## src/inc/bsc_pkg.sv

```systemverilog
// constants for the boundary scan cell chain
`default_nettype none
package bsc_pkg;
  // chain geometry
  localparam int CHAIN_LEN = 184;
  localparam int CHAIN_MSB = 183;
  // fixed output cells without a direction control
  localparam int POS_RST = 0;
  localparam int POS_IRQ_PEND = 1;
  // output cells on the misc enable
  localparam int POS_CACHE_INH = 2;
  localparam int POS_ATTR0 = 3;
  localparam int POS_ATTR1 = 4;
  // transfer type pairs, output then input
  localparam int POS_TT_FIRST = 5;
  localparam int TT_W = 2;
  // address pairs, output then input, bits 10 to 31
  localparam int POS_ADDR_FIRST = 9;
  localparam int POS_ADDR_LAST = 52;
  localparam int ADDR_W = 22;
  // data output cells, bits 0 to 20
  localparam int POS_DATA_FIRST = 53;
  localparam int POS_DATA_LAST = 73;
  localparam int DATA_W = 21;
  localparam int UPA_W = 2;
  // direction control cells
  localparam int POS_AB = 150;
  localparam int POS_DB = 151;
  localparam int POS_IO2 = 154;
  localparam int POS_IO1 = 155;
  localparam int POS_IO0 = 156;
  // bit order of the synchronised tap and instruction lines
  localparam int CT_CAPTURE = 0;
  localparam int CT_SHIFT = 1;
  localparam int CT_UPDATE = 2;
  localparam int CT_TLR = 3;
  localparam int CT_EXTEST = 4;
  localparam int CT_SAMPLE = 5;
  localparam int CT_W = 6;
  // register port
  localparam int RA_W = 8;
  localparam int RD_W = 32;
  localparam logic [7:0] REG_CTRL = 8'h00;
  localparam logic [7:0] REG_STATUS = 8'h04;
  localparam logic [7:0] REG_CHAIN0 = 8'h08;
  localparam int CHAIN_WORDS = 6;
  localparam int CHAIN_PAD = 8;
  localparam logic CTRL_PORT_EN_RESET = 1'h1;
  // status field positions
  localparam int ST_AB = 0;
  localparam int ST_DB = 1;
  localparam int ST_IO2 = 2;
  localparam int ST_IO1 = 3;
  localparam int ST_IO0 = 4;
  localparam int ST_TEST = 5;
  localparam int ST_SEL = 6;
  localparam int ST_TDO = 7;
  localparam int ST_PORT_EN = 8;
endpackage : bsc_pkg
`default_nettype wire

```

## src/rtl/bsc_chain.sv

```systemverilog
// boundary scan cell chain with pin muxing and register port
// How it works
// - chain of 184 cells, serial between tdi and tdo
// - cell zero leaves first, cell 183 last
// - cells drive outputs, sample inputs, set direction
// - cells for all pins plus direction controls
// - every cell is output, input or control kind
// - output cells capture internal output latch value
// - each bidirectional pin owns output and input cell
// - five shared control cells govern bidirectional pins
// - control cell one enables the pin driver
// - control cells capture their own present value
// - test logic reset clears all control cells
// - address, data, third enables at 150,151,154
// - fourth enable at 155, misc enable 156
// - cells 0..4 reset, irq pending, cache inhibit, attributes
// - transfer type pairs, then address 10..31 pairs
// - cells 53..73 hold data 0..20 outputs
// - address, data, misc pins follow their enables
// - three-state outputs drive only, bidirectionals both ways
// - extest selects chain, resets core, keeps clock alive
// - preload shifts and updates before extest
//
// The register offsets and the strobed register port were left to the implementer.
`default_nettype none
module bsc_chain (
  input wire logic core_clk,
  input wire logic rst_n,
  input wire logic tck,
  input wire logic tdi,
  input wire logic tap_capture_dr,
  input wire logic tap_shift_dr,
  input wire logic tap_update_dr,
  input wire logic tap_tlr,
  input wire logic instr_extest,
  input wire logic instr_sample,
  output logic tdo,
  input wire logic sys_rst_out,
  input wire logic sys_irq_pend_out,
  input wire logic sys_cache_inh_out,
  input wire logic [bsc_pkg::UPA_W-1:0] sys_upa_out,
  input wire logic [bsc_pkg::TT_W-1:0] sys_tt_out,
  input wire logic [bsc_pkg::ADDR_W-1:0] sys_addr_out,
  input wire logic [bsc_pkg::DATA_W-1:0] sys_data_out,
  input wire logic sys_addr_oe,
  input wire logic sys_data_oe,
  input wire logic sys_misc_oe,
  input wire logic [bsc_pkg::TT_W-1:0] tt_in,
  input wire logic [bsc_pkg::ADDR_W-1:0] addr_in,
  output logic reset_out_pin,
  output logic interrupt_pending_pin,
  output logic cache_inhibit_out_pin,
  output logic user_page_attr_bit_zero,
  output logic user_page_attr_bit_one,
  output logic [bsc_pkg::TT_W-1:0] transfer_type_out,
  output logic [bsc_pkg::ADDR_W-1:0] addr_out,
  output logic [bsc_pkg::DATA_W-1:0] data_out,
  output logic misc_bus_oe,
  output logic addr_oe,
  output logic data_oe,
  output logic aux_enable_one,
  output logic aux_enable_two,
  output logic sys_reset_req,
  output logic keepalive_run,
  input wire logic [bsc_pkg::RA_W-1:0] reg_addr,
  input wire logic [bsc_pkg::RD_W-1:0] reg_wdata,
  input wire logic reg_wr,
  input wire logic reg_rd,
  output logic [bsc_pkg::RD_W-1:0] reg_rdata
);

  ////////////////////////////////////////////////////////////////////////////
  // state

  typedef struct packed {
    logic [2:0] tck_s;
    logic tdi_s1;
    logic tdi_s2;
    logic [bsc_pkg::CT_W-1:0] ctl_s1;
    logic [bsc_pkg::CT_W-1:0] ctl_s2;
    logic [bsc_pkg::ADDR_W+bsc_pkg::TT_W-1:0] pin_s1;
    logic [bsc_pkg::ADDR_W+bsc_pkg::TT_W-1:0] pin_s2;
    logic [bsc_pkg::CHAIN_MSB:0] shift;
    logic [bsc_pkg::CHAIN_MSB:0] upd;
    logic tdo;
    logic port_en;
    logic rst_out;
    logic irq_pend;
    logic cache_inh;
    logic [bsc_pkg::UPA_W-1:0] upa;
    logic [bsc_pkg::TT_W-1:0] tt_out;
    logic [bsc_pkg::ADDR_W-1:0] addr_out;
    logic [bsc_pkg::DATA_W-1:0] data_out;
    logic misc_oe;
    logic addr_oe;
    logic data_oe;
    logic io1;
    logic io2;
    logic core_rst;
    logic [bsc_pkg::RD_W-1:0] rdata;
  } bsc_state_t;

  bsc_state_t r;
  bsc_state_t next_r;

  // chain position of the k-th cell of an output/input pair group
  function automatic int pair_pos(input int base, input int k, input int is_in);
    pair_pos = base + 2 * k + is_in;
  endfunction : pair_pos

  logic selected;
  logic test_mode;
  logic tck_rise;
  logic tck_fall;
  logic [bsc_pkg::CHAIN_MSB:0] cap;
  logic [bsc_pkg::CHAIN_WORDS*bsc_pkg::RD_W-1:0] chain_words;

  ////////////////////////////////////////////////////////////////////////////
  // next state

  always_comb begin
    next_r = r;
    // two-stage synchronisers, third tck stage only for edge finding
    next_r.tck_s = {r.tck_s[1:0], tck};
    next_r.tdi_s1 = tdi;
    next_r.tdi_s2 = r.tdi_s1;
    next_r.ctl_s1 = {instr_sample, instr_extest, tap_tlr, tap_update_dr, tap_shift_dr,
                     tap_capture_dr};
    next_r.ctl_s2 = r.ctl_s1;
    next_r.pin_s1 = {addr_in, tt_in};
    next_r.pin_s2 = r.pin_s1;

    tck_rise = r.tck_s[1] & ~r.tck_s[2];
    tck_fall = ~r.tck_s[1] & r.tck_s[2];
    // chain reachable under extest or sample/preload
    selected = r.port_en & (r.ctl_s2[bsc_pkg::CT_EXTEST] | r.ctl_s2[bsc_pkg::CT_SAMPLE]);
    test_mode = r.ctl_s2[bsc_pkg::CT_EXTEST];

    // capture values; cells outside this map and control cells hold their latch
    cap = r.upd;
    cap[bsc_pkg::POS_RST] = sys_rst_out;
    cap[bsc_pkg::POS_IRQ_PEND] = sys_irq_pend_out;
    cap[bsc_pkg::POS_CACHE_INH] = sys_cache_inh_out;
    cap[bsc_pkg::POS_ATTR0] = sys_upa_out[0];
    cap[bsc_pkg::POS_ATTR1] = sys_upa_out[1];
    // output cells latch value, input cells pin level
    for (int k = 0; k < bsc_pkg::TT_W; k++) begin
      cap[pair_pos(bsc_pkg::POS_TT_FIRST, k, 0)] = sys_tt_out[k];
      cap[pair_pos(bsc_pkg::POS_TT_FIRST, k, 1)] = r.pin_s2[k];
    end
    for (int k = 0; k < bsc_pkg::ADDR_W; k++) begin
      cap[pair_pos(bsc_pkg::POS_ADDR_FIRST, k, 0)] = sys_addr_out[k];
      cap[pair_pos(bsc_pkg::POS_ADDR_FIRST, k, 1)] = r.pin_s2[bsc_pkg::TT_W+k];
    end
    for (int k = 0; k < bsc_pkg::DATA_W; k++) begin
      cap[bsc_pkg::POS_DATA_FIRST+k] = sys_data_out[k];
    end

    // capture and shift on tck rise
    if (tck_rise && selected) begin
      if (r.ctl_s2[bsc_pkg::CT_CAPTURE]) begin
        next_r.shift = cap;
      end else if (r.ctl_s2[bsc_pkg::CT_SHIFT]) begin
        next_r.shift = {r.tdi_s2, r.shift[bsc_pkg::CHAIN_MSB:1]};
      end
    end
    // update and tdo on tck fall
    if (tck_fall && selected) begin
      next_r.tdo = r.shift[0];
      if (r.ctl_s2[bsc_pkg::CT_UPDATE]) begin
        next_r.upd = r.shift;
      end
    end
    // test logic reset clears the five control cells
    if (r.ctl_s2[bsc_pkg::CT_TLR]) begin
      next_r.upd[bsc_pkg::POS_AB] = 1'h0;
      next_r.upd[bsc_pkg::POS_DB] = 1'h0;
      next_r.upd[bsc_pkg::POS_IO2] = 1'h0;
      next_r.upd[bsc_pkg::POS_IO1] = 1'h0;
      next_r.upd[bsc_pkg::POS_IO0] = 1'h0;
      next_r.shift[bsc_pkg::POS_AB] = 1'h0;
      next_r.shift[bsc_pkg::POS_DB] = 1'h0;
      next_r.shift[bsc_pkg::POS_IO2] = 1'h0;
      next_r.shift[bsc_pkg::POS_IO1] = 1'h0;
      next_r.shift[bsc_pkg::POS_IO0] = 1'h0;
    end

    // pin drive: update latches under extest, core otherwise with the two aux enables held low
    next_r.core_rst = test_mode;
    if (test_mode) begin
      next_r.rst_out = r.upd[bsc_pkg::POS_RST];
      next_r.irq_pend = r.upd[bsc_pkg::POS_IRQ_PEND];
      next_r.cache_inh = r.upd[bsc_pkg::POS_CACHE_INH];
      next_r.upa = {r.upd[bsc_pkg::POS_ATTR1], r.upd[bsc_pkg::POS_ATTR0]};
      for (int k = 0; k < bsc_pkg::TT_W; k++) begin
        next_r.tt_out[k] = r.upd[pair_pos(bsc_pkg::POS_TT_FIRST, k, 0)];
      end
      for (int k = 0; k < bsc_pkg::ADDR_W; k++) begin
        next_r.addr_out[k] = r.upd[pair_pos(bsc_pkg::POS_ADDR_FIRST, k, 0)];
      end
      next_r.data_out = r.upd[bsc_pkg::POS_DATA_LAST:bsc_pkg::POS_DATA_FIRST];
      // one drives, zero floats the governed pins
      next_r.addr_oe = r.upd[bsc_pkg::POS_AB];
      next_r.data_oe = r.upd[bsc_pkg::POS_DB];
      next_r.misc_oe = r.upd[bsc_pkg::POS_IO0];
      next_r.io2 = r.upd[bsc_pkg::POS_IO2];
      next_r.io1 = r.upd[bsc_pkg::POS_IO1];
    end else begin
      next_r.rst_out = sys_rst_out;
      next_r.irq_pend = sys_irq_pend_out;
      next_r.cache_inh = sys_cache_inh_out;
      next_r.upa = sys_upa_out;
      next_r.tt_out = sys_tt_out;
      next_r.addr_out = sys_addr_out;
      next_r.data_out = sys_data_out;
      next_r.addr_oe = sys_addr_oe;
      next_r.data_oe = sys_data_oe;
      next_r.misc_oe = sys_misc_oe;
      next_r.io2 = 1'h0;
      next_r.io1 = 1'h0;
    end

    // register port: control write, one-cycle read data
    chain_words = {{bsc_pkg::CHAIN_PAD{1'h0}}, r.upd};
    if (reg_wr && reg_addr == bsc_pkg::REG_CTRL) begin
      next_r.port_en = reg_wdata[0];
    end
    next_r.rdata = '0;
    if (reg_rd) begin
      if (reg_addr == bsc_pkg::REG_CTRL) begin
        next_r.rdata[0] = r.port_en;
      end else if (reg_addr == bsc_pkg::REG_STATUS) begin
        next_r.rdata[bsc_pkg::ST_AB] = r.upd[bsc_pkg::POS_AB];
        next_r.rdata[bsc_pkg::ST_DB] = r.upd[bsc_pkg::POS_DB];
        next_r.rdata[bsc_pkg::ST_IO2] = r.upd[bsc_pkg::POS_IO2];
        next_r.rdata[bsc_pkg::ST_IO1] = r.upd[bsc_pkg::POS_IO1];
        next_r.rdata[bsc_pkg::ST_IO0] = r.upd[bsc_pkg::POS_IO0];
        next_r.rdata[bsc_pkg::ST_TEST] = test_mode;
        next_r.rdata[bsc_pkg::ST_SEL] = selected;
        next_r.rdata[bsc_pkg::ST_TDO] = r.tdo;
        next_r.rdata[bsc_pkg::ST_PORT_EN] = r.port_en;
      end else begin
        for (int w = 0; w < bsc_pkg::CHAIN_WORDS; w++) begin
          if (reg_addr == bsc_pkg::REG_CHAIN0 + bsc_pkg::RA_W'(4 * w)) begin
            next_r.rdata = chain_words[w*bsc_pkg::RD_W +: bsc_pkg::RD_W];
          end
        end
      end
    end
  end

  ////////////////////////////////////////////////////////////////////////////
  // registers

  // whole state, async reset to constants
  always_ff @(posedge core_clk or negedge rst_n) begin
    if (!rst_n) begin
      r <= '0;
      r.port_en <= bsc_pkg::CTRL_PORT_EN_RESET;
    end else begin
      r <= next_r;
    end
  end

  // outputs straight from flops
  assign tdo = r.tdo;
  assign reset_out_pin = r.rst_out;
  assign interrupt_pending_pin = r.irq_pend;
  assign cache_inhibit_out_pin = r.cache_inh;
  assign user_page_attr_bit_zero = r.upa[0];
  assign user_page_attr_bit_one = r.upa[1];
  assign transfer_type_out = r.tt_out;
  assign addr_out = r.addr_out;
  assign data_out = r.data_out;
  assign misc_bus_oe = r.misc_oe;
  assign addr_oe = r.addr_oe;
  assign data_oe = r.data_oe;
  assign aux_enable_one = r.io1;
  assign aux_enable_two = r.io2;
  assign sys_reset_req = r.core_rst;
  assign keepalive_run = r.core_rst;
  assign reg_rdata = r.rdata;
endmodule : bsc_chain
`default_nettype wire

```

## config.mk

```make
export PLATFORM = sky130hd
export DESIGN_NAME = bsc_chain
export DESIGN_NICKNAME = d
export VERILOG_FILES = /design/src/inc/bsc_pkg.sv /design/src/rtl/bsc_chain.sv
export SDC_FILE = /design/constraint.sdc
export NUM_CORES = 1
export LEC_CHECK = 0
export ABC_AREA = 0
export ABC_CLOCK_PERIOD_IN_PS = 2320
export BUFFER_PORTS_ARGS = -buffer_cell sky130_fd_sc_hd__buf_2
export CAP_MARGIN = 40
export CELL_PAD_IN_SITES_DETAIL_PLACEMENT = 1
export CELL_PAD_IN_SITES_GLOBAL_PLACEMENT = 2
export CORE_UTILIZATION = 35
export CTS_CLUSTER_SIZE = 20
export DETAILED_ROUTE_END_ITERATION = 6
export PLACE_DENSITY = 0.8
export SLEW_MARGIN = 20
export SYNTH_ARGS = -nofsm -noshare
export SYNTH_HDL_FRONTEND = slang
export SYNTH_SLANG_ARGS = --single-unit
```

## constraint.sdc

```tcl
create_clock -name core_clk -period 2.32 [get_ports core_clk]
set_input_delay 0.464 -clock core_clk [delete_from_list [all_inputs] [get_ports core_clk]]
set_output_delay 0.464 -clock core_clk [all_outputs]
set_load 0.01 [all_outputs]
```

==> flow_metrics.py, run 1 <==
metrics = {
    "timing": {
        "slew_viol_final": 0,
        "slew_headroom_pct": 45.5,
        "finalHoldViolCount": 0,
        "worst_slew_pin_slew_ns": 0.818,
        "period_needed_ns": 2.12,
        "hold_ws_ns": 0.105,
        "rsz0062_at_grt": "no",
        "setup_violations": 0,
        "fin_crit_sh_pct": 91.4,
        "fmax_ghz": 0.471,
        "fin_worst_skew_ns": 0.0141,
    },
    "die": {
        "die_w_microns": 254,
        "rows": 92,
        "start_util_pct": 35.4,
        "dieArea_sq_mm": 0.0647,
        "ioPinCount": 219,
        "core_area_sq_mm": 0.0630,
        "die_y_microns": 254,
    },
    "worst_setup_path": {
        "arrival_ns": 2.60,
        "cp-start-kind": "flop",
        "r2r_cells": 5,
        "cp_max_fo": 73,
        "regToRegEndpoint": "chain_words[29]$_DFFE_PN0P_",
        "reg2reg_slack_ns": 0.20,
        "crit_path_end_kind": "flop",
        "crit_type": "flop to flop",
        "r2r-start": "r[88]$_DFFE_PN1P_",
        "cp_data_required_time_ns": 2.80,
    },
    "place": {
        "hpwl_microns": 44500,
        "dp_cells": 2757,
        "io_buffers": 187,
        "place_area_sq_mm": 0.0242,
        "gp_congestion": 0.914,
    },
    "logic_synthesis": {
        "synth-seq-cells": 523,
        "syn_avg_cell_area_sq_um": 12.2,
        "synth_edf_count": 0,
        "syn_inst": 1825,
        "synth_area_leaders": "dfrtp_1, mux2_2, mux2i_1",
        "yosysTopAreaCell": "dfrtp_1",
        "syn_area_sq_mm": 0.0223,
        "synth_nets": 1954,
        "async_flop_share_pct": 100,
        "seq_area_frac_synth_pct": 58.7,
        "synthFlopType": "dfrtp_1",
        "synth.distinct_cells": 51,
        "synth_top_cell_area_share_pct": 58.6,
        "yosysWarnings": 0,
    },
    "outcome": {
        "outcome": "finished, final reports clean",
    },
    "pwr": {
        "ir_drop_v": 0.000514,
        "cellPowerDensity_mw_per_mm2": 822,
        "leakagePower_nw": 12.7,
        "power_mw": 21.7,
    },
    "clock_tree": {
        "cts_tree": "built",
        "htree_num_levels": 2,
        "root_buffer": "clkbuf_16",
        "clock-sinks": 523,
        "cts_buffers": 53,
        "path_clk_slew_ns": 0.06,
        "cts_setup_buffers": 0,
        "cts_buffer_depth": 3,
        "clock_latency_ns": 0.61,
    },
    "routing": {
        "drt_pass1_iterations": 5,
        "vias": 14800,
        "first_iter_violations": 986,
        "final_antenna_net_count": 0,
        "wl_per_cell_microns": 21.8,
        "routed_wl_microns": 62900,
        "drc_errors": 0,
        "via_per_inst": 5.11,
    },
    "min_path": {
        "hp-class": "primary input to flop",
        "hold_start": "sys_data_oe",
        "hold_end": "data_oe$_DFF_PN0_",
        "hold_depth": 2,
    },
    "layout": {
        "drive_above_1_share_pct": 30.1,
        "layout_common_cells": "dfrtp_1, mux2_2, a21oi_1, nor2_1, mux2i_1",
        "synthToLayoutAreaGrowth_pct": 18.2,
        "fin_cells": 2889,
        "final_area_sq_mm": 0.0264,
        "final_nets": 2129,
        "final_common_cell": "dfrtp_1",
        "fillers": 6693,
    },
    "grt": {
        "grt_pass1_wl_microns": 96100,
        "grt_max_degree": 83,
        "overflow": 0,
        "grt_util_all_layers_pct": 19.5,
        "antenna_found_initial": 6,
        "first_global_vias": 15700,
    },
    "run": {
        "drv_cap": 0,
    },
}
==> synth_stat cells, drive strengths merged (5+ instances only) <==
master,count
mux2i,211
a21oi,225
inv,7
o22ai,27
nor2,224
nand2,29
a22oi,9
nand2b,6
buf,165
o21ai,28
dfrtp,522
o2bb2ai,5
mux2,242
nor3,22
nand3,8
a211oi,7
o22a,11
a221oi,6
clkbuf,32
nor2b,7
and2,6
==> metal layers <==
layer | wire [microns] | vias up | track usage [%]
met4 | 1440 | 4 | 5.68
met5 | 28 | - | 0
met1 | 28900 | 7699 | 27.1
met3 | 2840 | 87 | 3.65
li1 | - | 6674 | -
met2 | 29700 | 308 | 31.0
==> per-stage QoR <==
step / setup WS, ns / utilization [%] / setup TNS, ns
6_report: 0.199 / 41.9 / 0
5_1_grt: 0.118 / 41.9 / 0
4_1_cts: 0.218 / 41.8 / 0
3_5_place_dp: -0.0745 / 38.5 / -0.0745
3_3_place_gp: 0.0287 / 38.5 / 0
2_1_floorplan: 0.562 / - / 0
==> kinds of logic (layout without fill, tap and decap cells) <==
family / Yosys count / count (layout) / share of synthesized area, %
AND/OR/NAND/NOR: 317 / 317 / 6.12
buffers and inverters: 204 / 419 / 5.22
flip-flops: 523 / 523 / 58.7
multiplexers: 453 / 453 / 21.7
other: 0 / 3 / 0
AO/OA/AOI/OAI: 328 / 328 / 8.30
==> critical path: stages (launching register included) <==
cell,delay (ns)
dfstp_2,0.58
o21ai_1,0.14
nor3b_2,0.33
nand2_4,0.20
buf_12,0.26
mux2_1,0.39
==> report_power, final <==
part           total, mW  internal [mW]  switching (mW)
registers           10.8           9.99           0.799
clock network       8.67           5.04            3.63
logic               2.20           1.04            1.16
total               21.7           16.1            5.59
==> cell type report <==
type,count,area (sq um),share of cell area [%]
well taps,846,1060,4.02
repair buffers,317,2350,8.91
multi-input cells,1098,8070,30.6
inverters,7,26.3,0.0997
diodes,3,7.51,0.0285
clock buffers,79,1540,5.86
clock inverters,16,214,0.812
flip-flops and latches,523,13100,49.7
==> sequential cells by signal, indices dropped and copies added, names as in the netlist <==
register                 cells
addr_oe                      1
addr_out                    22
aux_enable_one               1
aux_enable_two               1
cache_inhibit_out_pin        1
cap                        134
chain_words                 74
data_oe                      1
data_out                    21
interrupt_pending_pin        1
keepalive_run                1
misc_bus_oe                  1
next_r                      34
r                          192
reg_rdata                   32
reset_out_pin                1
tdo                          1
transfer_type_out            2
user_page_attr_bit_one       1
user_page_attr_bit_zero      1
==> what timing repair did <==
item	CTS	global route
setup endpoints to repair	0	0
endpoints found under the hold margin	61	0
resized for setup	0	0
hold buffers	33	0
==> worst max-delay path by stage <==
stage,slack (ns),startpoint,end
global placement,0.03,reg_addr[2],reg_rdata[16]$_DFF_PN0_
detailed placement,-0.07,reg_addr[2],reg_rdata[16]$_DFF_PN0_
global route,0.12,r[88]$_DFFE_PN1P_,chain_words[29]$_DFFE_PN0P_
floorplan,0.56,reg_addr[1],reg_rdata[16]$_DFF_PN0_
CTS,0.22,r[88]$_DFFE_PN1P_,chain_words[29]$_DFFE_PN0P_
finish,0.20,r[88]$_DFFE_PN1P_,chain_words[29]$_DFFE_PN0P_
Power figures use the tool's default switching activity.
==> inputs of run 2 (changes only) <==
ABC_CLOCK_PERIOD_IN_PS = 2440   (was 2320)
clock period = 2.44 ns   (was 2.32 ns; I/O delays follow)
==> run 2 against run 1 <==
Compared with the run above: combinational power fell by 6%; total power down 6.5%; critical path type unchanged; via count down 1.7%.
==> flow_metrics.py, run 2 (synthesized netlist as in run 1, its figures left out) <==
metrics = {
    "layout": {
        "final_nets": 2099,
        "fillers": 6774,
        "regMostFlops": "r",
        "drive_above_1_share_pct": 29.2,
        "finish.utilization_pct": 41.2,
        "final_common_cell": "dfrtp_1",
        "layout_common_cells": "dfrtp_1, mux2_2, a21oi_1, nor2_1, mux2i_1",
        "synthToLayoutAreaGrowth_pct": 16.4,
        "largest_register_ffs": 192,
    },
    "worst_setup_path": {
        "reg2reg_slack_ns": 0.38,
        "cp_common_cell": "buf_12",
        "crit_slowest_cell": "dfstp_2",
        "r2r-start": "r[88]$_DFFE_PN1P_",
        "arrival_ns": 2.58,
        "regToRegEndpoint": "r[447]$_DFFE_PN0P_",
        "crit_chain": "o21ai_1, nor4b_2, buf_12, buf_12, nor2_1, a21oi_1",
        "cp_max_fo": 95,
        "cp_data_required_time_ns": 2.95,
        "crit_path_end_kind": "flop",
        "cp-start-kind": "flop",
        "critPathMaxStageDelay_ns": 0.58,
        "crit_type": "flop to flop",
        "r2r_cells": 6,
    },
    "routing": {
        "vias": 14500,
        "first_iter_violations": 916,
        "wl_per_cell_microns": 21.5,
        "drt_pass1_iterations": 5,
        "routed_wl_microns": 61500,
        "via_per_inst": 5.08,
        "drc_errors": 0,
        "final_antenna_net_count": 0,
    },
    "grt": {
        "grt_max_degree": 114,
        "grt_util_all_layers_pct": 19.1,
        "antenna_found_initial": 8,
        "overflow": 0,
        "grt_pass1_wl_microns": 94600,
        "first_global_vias": 15600,
    },
    "min_path": {
        "hold_depth": 2,
        "hold_start": "sys_data_oe",
        "hp-class": "primary input to flop",
        "hold_end": "data_oe$_DFF_PN0_",
    },
    "timing": {
        "hold_ws_ns": 0.135,
        "finalHoldViolCount": 0,
        "period_needed_ns": 2.06,
        "slew_viol_final": 0,
        "fin_tns_setup_ns": 0,
        "fin_crit_sh_pct": 84.5,
        "rsz0062_at_grt": "no",
        "setup_slack_ns": 0.378,
        "fin_worst_skew_ns": 0.0194,
        "slew_headroom_pct": 35.3,
        "setup_violations": 0,
        "worst_slew_pin_slew_ns": 0.970,
        "fmax_ghz": 0.485,
    },
    "clock_tree": {
        "cts_resized": 0,
        "cts_setup_buffers": 0,
        "cts_buffer_depth": 3,
        "cts_buffers": 52,
        "root_buffer": "clkbuf_16",
        "clock_latency_ns": 0.60,
        "path_clk_slew_ns": 0.06,
        "htree_num_levels": 2,
        "postCtsHoldBufs": 33,
        "clock-sinks": 523,
        "cts_tree": "built",
    },
    "die": {
        "rows": 92,
        "core_area_sq_mm": 0.0630,
        "dieArea_sq_mm": 0.0647,
        "die_y_microns": 254,
        "start_util_pct": 35.4,
        "ioPinCount": 219,
        "die_w_microns": 254,
    },
    "place": {
        "io_buffers": 187,
        "gp_congestion": 0.919,
        "hpwl_microns": 41900,
        "place_ws_ns": 0.0383,
    },
    "pwr": {
        "cellPowerDensity_mw_per_mm2": 780,
        "power_frac_comb_pct": 10.2,
        "p_int_mw": 15.0,
        "clkPwrFrac_pct": 39.3,
        "p_sw_mw": 5.24,
        "ir_drop_v": 0.000482,
        "switching_share_pct": 25.9,
        "leakagePower_nw": 12.5,
        "sequentialPowerShare_pct": 50.5,
    },
    "outcome": {
        "outcome": "finished, final reports clean",
    },
    "run": {
        "drv_cap": 0,
    },
}
==> run 2: how the worst max path moves through the flow <==
stage	startpoint	endpoint	slack, ns	depth (start not counted)
after CTS	r[88]$_DFFE_PN1P_	r[447]$_DFFE_PN0P_	0.35	6
after global placement	reg_addr[4]	reg_rdata[27]$_DFF_PN0_	0.15	6
after detailed placement	reg_addr[4]	reg_rdata[27]$_DFF_PN0_	0.04	6
after floorplan	reg_addr[1]	reg_rdata[16]$_DFF_PN0_	0.66	6
after global routing	r[88]$_DFFE_PN1P_	r[358]$_DFFE_PN0P_	0.24	6
final	r[88]$_DFFE_PN1P_	r[447]$_DFFE_PN0P_	0.38	6
==> run 2: area by class of cell <==
type | count | area, sq um | area share, %
flip-flops and latches | 523 | 13100 | 50.4
multi-input cells | 1098 | 8070 | 31.1
repair buffers | 288 | 2030 | 7.82
clock buffers | 80 | 1580 | 6.08
well taps | 846 | 1060 | 4.08
clock inverters | 13 | 111 | 0.429
inverters | 7 | 26.3 | 0.101
diodes | 2 | 5.00 | 0.0193
==> run 2: worst max-delay path: cells and delay by family (launching register included) <==
family / cells / cell delay [ns]
buffers and inverters: 2 / 0.55
AOI/OAI and AO/OA: 2 / 0.30
and+or+nand+nor: 2 / 0.47
DFF: 1 / 0.58
==> run 2: layer usage <==
layer / global-route usage, % / wire [microns]
met1: 27.3 / 28400
met2: 29.6 / 28500
met3: 3.23 / 2920
met4: 6.01 / 1560
met5: 0 / 47
==> run 2: power by group through the flow <==
stage / Clock [mW] / Sequential [mW] / Combinational, mW
2_1_floorplan: 0 / 10.0 / 1.37
3_5_place_dp: 0 / 10.4 / 2.02
3_3_place_gp: 0 / 10.3 / 1.93
5_1_grt: 8.48 / 10.3 / 2.30
4_1_cts: 8.18 / 10.2 / 2.09
6_report: 7.96 / 10.2 / 2.06
==> run 2: through the flow <==
step | power, mW | std cells | area [sq um]
after CTS | 20.5 | 2854 | 25900
after global routing | 21.1 | 2857 | 26000
final | 20.3 | 2857 | 26000
after global placement | 12.3 | 2728 | 23900
after floorplan | 11.4 | 1825 | 22300
after detailed placement | 12.4 | 2728 | 23900
